==> config.mk <==
export PLATFORM = sky130hd
export DESIGN_NAME = vpsr_regs
export DESIGN_NICKNAME = d
export VERILOG_FILES = /design/src/vpsr_pkg.sv /design/src/vpsr_an_timer.sv /design/src/vpsr_regs.sv
export SDC_FILE = /design/constraint.sdc
export NUM_CORES = 1
export LEC_CHECK = 0
export ABC_CLOCK_PERIOD_IN_PS = 2500
export BUFFER_PORTS_ARGS = -buffer_cell sky130_fd_sc_hd__buf_2
export CAP_MARGIN = 10
export CORE_AREA = 10 10 97 99
export DETAILED_ROUTE_END_ITERATION = 8
export DIE_AREA = 0 0 107 109
export GPL_TIMING_DRIVEN = 0
export MAX_ROUTING_LAYER = met4
export PLACE_DENSITY = 0.84
export SYNTH_ARGS = -nofsm -noshare
export SYNTH_HDL_FRONTEND = slang
export SYNTH_SLANG_ARGS = --single-unit
==> constraint.sdc <==
create_clock -name clk -period 2.5 [get_ports clk]
set_input_delay 0.5 -clock clk [delete_from_list [all_inputs] [get_ports clk]]
set_output_delay 0.5 -clock clk [all_outputs]
set_load 0.05 [all_outputs]
==> src/vpsr_pkg.sv <==
// vpsr_pkg: constants and carrier types for the emulated phy status/id register bank
// assumes a single 20 MHz clock domain shared by all users
package vpsr_pkg;
    localparam logic [11:0] ADDR_BASIC_CTRL = 12'h1C0;
    localparam logic [11:0] ADDR_CAPABILITY_STATUS = 12'h1C4;
    localparam logic [11:0] ADDR_OUI_UPPER = 12'h1C8;
    localparam logic [11:0] ADDR_OUI_LOWER = 12'h1CC;
    localparam logic [4:0] MII_IDX_CTRL = 5'h00;
    localparam logic [4:0] MII_IDX_STATUS = 5'h01;
    localparam logic [4:0] MII_IDX_OUI_UPPER = 5'h02;
    localparam logic [4:0] MII_IDX_OUI_LOWER = 5'h03;
    localparam logic [4:0] MII_IDX_LAST = 5'h06;
    localparam int CTRL_SOFT_RESET_BIT = 15;
    localparam int STATUS_AN_DONE_BIT = 5;
    localparam logic [15:0] STATUS_FIXED = 16'h780D;
    localparam logic [15:0] OUI_UPPER_RESET = 16'h0000;
    localparam logic [15:0] OUI_LOWER_RESET = 16'h0000;
    localparam int AN_TIME_NS = 1000;
    localparam int CLK_PERIOD_NS = 50;
    localparam int AN_CYCLES = (AN_TIME_NS + CLK_PERIOD_NS - 1) / CLK_PERIOD_NS;

    typedef struct packed {
        logic rd;
        logic wr;
        logic [11:0] addr;
        logic [31:0] wdata;
    } vpsr_req_t;

    typedef struct packed {
        logic [5:0] oui_low;
        logic [5:0] model;
        logic [3:0] revision;
    } vpsr_oui_lower_t;
endpackage : vpsr_pkg

==> src/vpsr_an_timer.sv <==
// vpsr_an_timer: emulated auto-negotiation run, raises done a fixed time after restart
// assumes restart is a one-cycle pulse on the same clock
`timescale 1ns/1ps
`default_nettype none
module vpsr_an_timer #(
    parameter int CYCLES = vpsr_pkg::AN_CYCLES
) (
    input wire logic clk,
    input wire logic sys_rst,
    input wire logic restart,
    output logic done
);
    typedef struct packed {
        logic [15:0] cnt;
        logic done;
    } vpsr_an_state_t;
    vpsr_an_state_t st_q, st_d;

    always_comb begin
        st_d = st_q;
        if (restart) begin
            st_d.cnt = 16'h0000;
            st_d.done = 1'b0;
        end else if (!st_q.done) begin
            if (st_q.cnt == 16'(CYCLES - 1)) begin
                st_d.done = 1'b1;
            end else begin
                st_d.cnt = st_q.cnt + 16'h0001;
            end
        end
    end

    always_ff @(posedge clk) begin
        if (sys_rst) begin
            st_q <= '0;
        end else begin
            st_q <= st_d;
        end
    end

    assign done = st_q.done;
endmodule : vpsr_an_timer
`default_nettype wire

==> src/vpsr_regs.sv <==
// vpsr_regs: emulated phy basic status and identifier registers, memory mapped and mii indexed
// assumes host requests and mii index reads come from logic on clk; one access per cycle
// Function
// upper sixteen bits read zero; mii sixteen
// bits 15, 10, 9 read zero
// bits 14..11 read one
// bit 8 reads zero, no extended status
// preamble suppression bit 6 reads zero
// an-complete clears on reset, sets later
// fault, jabber zero; link always up
// auto-negotiation ability bit 3 one
// extended capability one; indices 0-6 exist
// status at 1C4h and index 1, read-only
// oui upper at 1C8h, writable, resets zero
// all-zero identifier stored unchanged
// soft reset restores defaults, clears an-complete
// lower id: oui 15:10, model 9:4, rev 3:0
// writes to read-only bits ignored
`timescale 1ns/1ps
`default_nettype none
module vpsr_regs #(
    parameter int AN_CYCLES = vpsr_pkg::AN_CYCLES
) (
    input wire logic clk,
    input wire logic sys_rst,
    input wire vpsr_pkg::vpsr_req_t host_req,
    output logic [31:0] host_rdata,
    output logic host_rvalid,
    input wire logic mii_rd,
    input wire logic mii_wr,
    input wire logic [4:0] mii_index,
    input wire logic [15:0] mii_wdata,
    output logic [15:0] mii_rdata,
    output logic mii_rvalid,
    output logic mii_index_valid,
    output logic an_complete
);
    typedef struct packed {
        logic [15:0] oui_upper;
        vpsr_pkg::vpsr_oui_lower_t oui_lower;
        logic soft_rst;
        logic [31:0] host_rdata;
        logic host_rvalid;
        logic [15:0] mii_rdata;
        logic mii_rvalid;
        logic mii_index_valid;
        logic an_complete;
    } vpsr_regs_state_t;
    vpsr_regs_state_t st_q, st_d;

    logic an_done;
    logic [15:0] status_word;
    logic host_wr_oui_up, host_wr_oui_lo, host_wr_ctrl;
    logic mii_wr_oui_up, mii_wr_oui_lo, mii_wr_ctrl;

    vpsr_an_timer #(
        .CYCLES(AN_CYCLES)
    ) u_an (
        .clk(clk),
        .sys_rst(sys_rst),
        .restart(st_q.soft_rst),
        .done(an_done)
    );

    always_comb begin
        status_word = vpsr_pkg::STATUS_FIXED;
        status_word[vpsr_pkg::STATUS_AN_DONE_BIT] = an_done;
    end

    always_comb begin
        host_wr_ctrl = 1'b0;
        host_wr_oui_up = 1'b0;
        host_wr_oui_lo = 1'b0;
        if (host_req.wr && host_req.addr == vpsr_pkg::ADDR_BASIC_CTRL) begin
            host_wr_ctrl = 1'b1;
        end else if (host_req.wr && host_req.addr == vpsr_pkg::ADDR_OUI_UPPER) begin
            host_wr_oui_up = 1'b1;
        end else if (host_req.wr && host_req.addr == vpsr_pkg::ADDR_OUI_LOWER) begin
            host_wr_oui_lo = 1'b1;
        end
        mii_wr_ctrl = mii_wr && mii_index == vpsr_pkg::MII_IDX_CTRL;
        mii_wr_oui_up = mii_wr && mii_index == vpsr_pkg::MII_IDX_OUI_UPPER;
        mii_wr_oui_lo = mii_wr && mii_index == vpsr_pkg::MII_IDX_OUI_LOWER;
    end

    always_comb begin
        st_d = st_q;
        st_d.soft_rst = 1'b0;
        // host wins if both ports write the same identifier register in one cycle
        if (mii_wr_oui_up) begin
            st_d.oui_upper = mii_wdata;
        end
        if (host_wr_oui_up) begin
            st_d.oui_upper = host_req.wdata[15:0];
        end
        if (mii_wr_oui_lo) begin
            st_d.oui_lower = mii_wdata;
        end
        if (host_wr_oui_lo) begin
            st_d.oui_lower = host_req.wdata[15:0];
        end
        // status register writes are never decoded, so they cannot disturb state // R15
        if ((host_wr_ctrl && host_req.wdata[vpsr_pkg::CTRL_SOFT_RESET_BIT]) ||
            (mii_wr_ctrl && mii_wdata[vpsr_pkg::CTRL_SOFT_RESET_BIT])) begin
            st_d.soft_rst = 1'b1;
            st_d.oui_upper = vpsr_pkg::OUI_UPPER_RESET;
            st_d.oui_lower = vpsr_pkg::OUI_LOWER_RESET;
        end
        st_d.host_rvalid = host_req.rd;
        st_d.host_rdata = 32'h0000_0000;
        if (host_req.rd) begin
            if (host_req.addr == vpsr_pkg::ADDR_CAPABILITY_STATUS) begin
                st_d.host_rdata = {16'h0000, status_word};
            end else if (host_req.addr == vpsr_pkg::ADDR_OUI_UPPER) begin
                st_d.host_rdata = {16'h0000, st_q.oui_upper};
            end else if (host_req.addr == vpsr_pkg::ADDR_OUI_LOWER) begin
                st_d.host_rdata = {16'h0000, st_q.oui_lower};
            end
        end
        st_d.mii_rvalid = mii_rd;
        st_d.mii_rdata = 16'h0000;
        st_d.mii_index_valid = mii_index <= vpsr_pkg::MII_IDX_LAST;
        if (mii_rd) begin
            if (mii_index == vpsr_pkg::MII_IDX_STATUS) begin
                st_d.mii_rdata = status_word;
            end else if (mii_index == vpsr_pkg::MII_IDX_OUI_UPPER) begin
                st_d.mii_rdata = st_q.oui_upper;
            end else if (mii_index == vpsr_pkg::MII_IDX_OUI_LOWER) begin
                st_d.mii_rdata = st_q.oui_lower;
            end
        end
        st_d.an_complete = an_done;
    end

    always_ff @(posedge clk) begin
        if (sys_rst) begin
            st_q <= '0;
        end else begin
            st_q <= st_d;
        end
    end

    assign host_rdata = st_q.host_rdata;
    assign host_rvalid = st_q.host_rvalid;
    assign mii_rdata = st_q.mii_rdata;
    assign mii_rvalid = st_q.mii_rvalid;
    assign mii_index_valid = st_q.mii_index_valid;
    assign an_complete = st_q.an_complete;
endmodule : vpsr_regs
`default_nettype wire
# After elaboration in Yosys (flattened, before gate mapping)
# Cells that the tools add are included.
[totals] ff_bits=102 elab_cells=69 input_bits=71
[classes] order_cmp=1 add_sub_neg=1 reduce_logical=20 eq_ne=8 bitwise_logic=4 mux=19
[op_table] cell="$mux 16" count=8
[op_table] cell="$eq 12x9->1 const B" count=4
[op_table] cell="$mux 15" count=2
[op_table] cell="$add 16x1->16 const B" count=1
[op_table] cell="$eq 16x5->1 const B" count=1
[op_table] cell="$eq 5x2->1 const B" count=2
[op_table] cell="$mux 1" count=9
[op_table] cell="$logic_and 1x1->1" count=8
[op_table] cell="$reduce_or 2->1" count=4
[op_table] cell="$reduce_or 3->1" count=2
[op_table] cell="$eq 5x1->1 const B" count=1
[op_table] cell="$le 5x3->1 const B" count=1
[op_table] cell="$logic_not 5->1" count=1
[op_table] cell="$not 1->1" count=4
[op_table] cell="$reduce_bool 2->1" count=2
[op_table] cell="$reduce_or 4->1" count=1
[op_table] cell="$reduce_and 2->1" count=1
[op_table] cell="$logic_or 1x1->1" count=1

# Depth between registers and ports, before layout
[depth] depth_word=6 ltp_mapped=7 depth_no_buf=5

# By module
# From an unflattened synthesis, not the netlist that was laid out.
[unflattened] hier_cells=438 area_unflattened_um2=4254.1
[by_module_without_submodules] module="vpsr_regs" seq_area_each_um2=1381.3 cells_each=343 instances=1 area_per_inst_um2=3430.8
[by_module_without_submodules] module="vpsr_an_timer" seq_area_each_um2=340.3 cells_each=95 instances=1 area_per_inst_um2=823.3

# Worst setup path before layout
# Ideal clock, no wire load.
[synth_path] path_kind="in2reg" start="in mii_index[4]" end="reg st_q[56] (netlist bit)" required_time_ns=2.421 setup_time_ns=0.079 path_stages=5 n_path_buf=1 path_slack_ns=0.769 t_arrival_ns=1.651 path_cell_list="nor3_4 > nand4_2 > buf_2 > mux2i_1 > a211oi_2"
[synth_via] elab_chain_cells=5 elab_cells_between_ends=8 cone_classes="eq/ne (1); reduce/logical (7)"
[synth_rtl] item="start, declared" line_no="vpsr_regs.sv:31" text="input wire logic [4:0] mii_index,"
[synth_rtl] item="$logic_not 5->1" line_no="vpsr_regs.sv:81" text="mii_wr_ctrl = mii_wr && mii_index == vpsr_pkg::MII_IDX_CTRL;"
[synth_rtl] item="$logic_and 1x1->1" line_no="vpsr_regs.sv:81"
[synth_rtl] item="$logic_and 1x1->1" line_no="vpsr_regs.sv:104" text="(mii_wr_ctrl && mii_wdata[vpsr_pkg::CTRL_SOFT_RESET_BIT])) begin"
[synth_rtl] item="$logic_or 1x1->1" line_no="vpsr_regs.sv:103" text="if ((host_wr_ctrl && host_req.wdata[vpsr_pkg::CTRL_SOFT_RESET_BIT]) ||"
[synth_rtl] item="$reduce_or 2->1 (no source line)"
[synth_rtl] item="end signal, assigned" line_no="vpsr_regs.sv:139" text="st_q <= st_d;"
[synth_rtl] item="end, declared" line_no="vpsr_regs.sv:49" text="vpsr_regs_state_t st_q, st_d;"
# Parallel ways exist; a longest one is shown, timed or not.
# A chain may end at the register's enable or synchronous reset.

# Final worst setup path
[layout_path] start="in host_req[34] (netlist bit)" end="reg st_q[68] (netlist bit)"
[layout_via] elab_chain_cells=6 elab_cells_between_ends=15 cone_classes="eq/ne (3); mux (5); reduce/logical (7)"
[layout_rtl] item="start, declared" line_no="vpsr_regs.sv:26" text="input wire vpsr_pkg::vpsr_req_t host_req,"
[layout_rtl] item="$eq 12x9->1 (on tied branches)" line_no="vpsr_regs.sv:78, vpsr_regs.sv:74"
[layout_rtl] item="$logic_and 1x1->1 (on tied branches)" line_no="vpsr_regs.sv:78, vpsr_regs.sv:74"
[layout_rtl] item="$mux 1 (on tied branches)" line_no="vpsr_regs.sv:78, vpsr_regs.sv:74"
[layout_rtl] item="$mux 1 / $logic_and 1x1->1 (equally long branches)" line_no="vpsr_regs.sv:76, vpsr_regs.sv:103"
[layout_rtl] item="$mux 1 / $logic_or 1x1->1 (equally long branches)" line_no="vpsr_regs.sv:74, vpsr_regs.sv:103"
[layout_rtl] item="$mux 16, or another cell as far along" line_no="vpsr_regs.sv:99" text="if (host_wr_oui_lo) begin"
# Parallel ways exist; a longest one is shown, timed or not.

==> flow_metrics.tcl <==
set metrics [dict create \
    outcome "completed" \
    port_buffers 89 \
    cts.path.max_buffers 2 \
    worst_slack_ps 579.9 \
    drive_gt1_share_pct 34.05 \
    placedInstanceArea_sq_um 4730 \
    setup_viol 0 \
    routed_wirelength_mm 11.06 \
    hp-class "primary input to flip-flop" \
    worst_clock_skew_ps 8.650 \
    tightest_slew_ps 529.9 \
    ant_nets 0 \
    path_max_fanout 10 \
    crit_chain "buf_2 > buf_2 > and3_1 > nand4_1 > clkbuf_1 > nor2_1 > a211oi_2" \
    grt_pass1_wl_mm 17.93 \
    post-route-drc-count 0 \
    synthCells 441 \
    drt-met1-wl_mm 4.475 \
    final_cells 663 \
    drv_slew 0 \
    top_layer "met4" \
    cts_hold_buf 0 \
    fin_tns_setup_ps 0 \
    yosysMostFrequentCell "dfxtp_1" \
    slew_headroom_pct 64.21 \
    grt_use_total_pct 19.45 \
    rsz0062_at_grt "false" \
    grt_max_degree 17 \
    rows 32 \
    num_vias 3580 \
    clkLatencyLatePin_ps 370 \
    synth_flop_cell "dfxtp_1" \
    synth_top_area_share_pct 41.99 \
    async_flop_share_pct 0 \
    synthDistinctLibCells 46 \
    period_share_pct 76.80 \
    core_area_sq_um 7527 \
    syn-cell-area_sq_um 4100 \
    clock-sinks 86 \
    postCtsSetupBuffers 0 \
    vdd_drop_max_mv 0.3479 \
    synth-warning-count 0 \
    antenna_found_initial 0 \
    p_leak_uw 0.002315 \
    ys_top_cells_by_area "dfxtp_1 (42%), mux2i_1 (9.8%), buf_4 (9.0%), nor2_1 (6.0%), a211oi_2 (4.3%)" \
    vias_per_cell 5.400 \
    cts_resized 0 \
    post-route-cell-area_sq_um 4959 \
    cts_tree "yes" \
    dp_slack_ps 283.5 \
    cpMostUsedCell "buf_2" \
    wl_met3_um 766 \
    cp.required_ps 2750 \
    slowest_stage "nand4_1" \
    wire_per_inst_um 16.69 \
    io_pins 123 \
    n_antenna_cell 0 \
    die_area_sq_um 11660 \
    fmax_mhz 520.8 \
    avgSynthCellArea_sq_um 9.297 \
    max_stage_delay_ps 360 \
    crit_path_end_kind "flip-flop" \
    wl_met2_mm 5.653 \
    hold_viol 0 \
    place_congestion 0.9043 \
    dp.cells 647 \
    h-tree-depth 3 \
    synth_top_area_cell "dfxtp_1" \
    ys_ff_latch 86 \
    maxCapViolations 0 \
    grt_pass1_vias 3736 \
    p_per_area_nw_per_um2 558.7 \
    dp_hpwl_mm 8.166 \
    root_buffer "clkbuf_8" \
    drt_iter0_drc 233 \
    path_clk_slew_ps 90 \
    start_util_pct 54.47 \
    die_w_um 107 \
    critPathTopFamily "buffers and inverters" \
    die_h_um 109 \
    synth_edf_count 0 \
    path_class "primary input to flip-flop" \
    min_period_ps 1920 \
    synth.top_cells.by_count "dfxtp_1 (86), nor2_1 (66), buf_4 (49)" \
    crit_path_start_kind "primary input" \
    syn2layout_area_growth_pct 20.93 \
    ys_seq_area_share_pct 41.99 \
    globalRoute.totalOverflow 0 \
    cp_num_buf_inv 3 \
    cts_buffers 9 \
    nNetsFinal 628 \
    arrival_ps 2170 \
    first_pass_iters 5 \
]
## area by class of cell
| class | count | area, sq um |
|---|---|---|
| Fill cell | 639 | 2569 |
| Multi-Input combinational cell | 298 | 1931 |
| Sequential cell | 86 | 1722 |
| Buffer | 67 | 485.5 |
| Timing Repair Buffer | 89 | 445.4 |
| Tap cell | 102 | 127.6 |
| Clock buffer | 9 | 123.9 |
| Clock inverter | 7 | 105.1 |
| Inverter | 5 | 18.77 |
## state kept, by name, summed over array words and instances (netlist names)
register and flops:
host_rvalid 1, mii_rdata 16, an_complete 1, st_q 33, mii_index_valid 1, u_an.done 1
host_rdata 16, mii_rvalid 1, u_an.st_q 16
## layout by cell type, fill, tap and decap left out, types with 8 or more instances in the layout
master / n
dfxtp_1: 86
o21ai_0: 20
buf_2: 92
conb_1: 16
a211oi_1: 18
a22oi_1: 9
a211oi_2: 14
a21oi_1: 19
nand2_1: 30
nor4_1: 8
clkbuf_8: 9
mux2i_1: 40
nor2_1: 66
buf_4: 49
clkbuf_1: 8
## worst reg2reg max path, cell delays in order, from the launching register on
cell and delay [ps]:
dfxtp_1 340, ha_1 250, nor4bb_1 160, a41oi_1 470
a21oi_1 140, a31o_2 220
## kinds of logic (layout without fill, tap and decap cells)
| group | count (synthesis) | in the layout | share of synthesized area (%) |
|---|---|---|---|
| muxes | 42 | 42 | 10.31 |
| other | 1 | 16 | 0.09146 |
| DFF | 86 | 86 | 41.99 |
| AOI/OAI and AO/OA | 83 | 83 | 14.83 |
| and+or+nand+nor | 147 | 147 | 18.25 |
| adders and majority gates | 1 | 1 | 0.3051 |
| buffers and inverters | 72 | 177 | 12.30 |
| xor gates and xnor gates | 9 | 9 | 1.923 |
## metrics by stage
step	util (%)	power, uW	hold slack [ps]
6_report	65.87	2770	343.6
5_1_grt	65.87	2845	363.5
4_1_cts	65.87	2767	349.7
3_5_place_dp	62.83	1672	467.1
3_3_place_gp	62.83	1665	463.6
2_1_floorplan	-	1583	444.8
## final timing paths
check                                   from               to  slack, ps  cells after the start
worst max-delay path            host_req[34]         st_q[68]        580                      7
worst min-delay path            mii_index[3]  mii_index_valid        340                      2
worst max register to register  u_an.st_q[1]     u_an.st_q[3]        820                      5
worst min register to register      st_q[72]    host_rdata[3]        480                      2
## per-layer routing
metal	vias to the layer above	track usage, %
met5	-	-
met4	0	8.124
met3	18	4.189
met2	143	33.32
met1	1696	21.55
li1	1723	-
## report_power, final
| group | internal [uW] | switching [uW] | leakage, uW |
|---|---|---|---|
| Sequential | 1380 | 8.33 | 0.000694 |
| Clock | 578 | 546 | 0.000112 |
| Combinational | 87.9 | 170 | 0.00151 |
(Power assumes the default switching activity.)
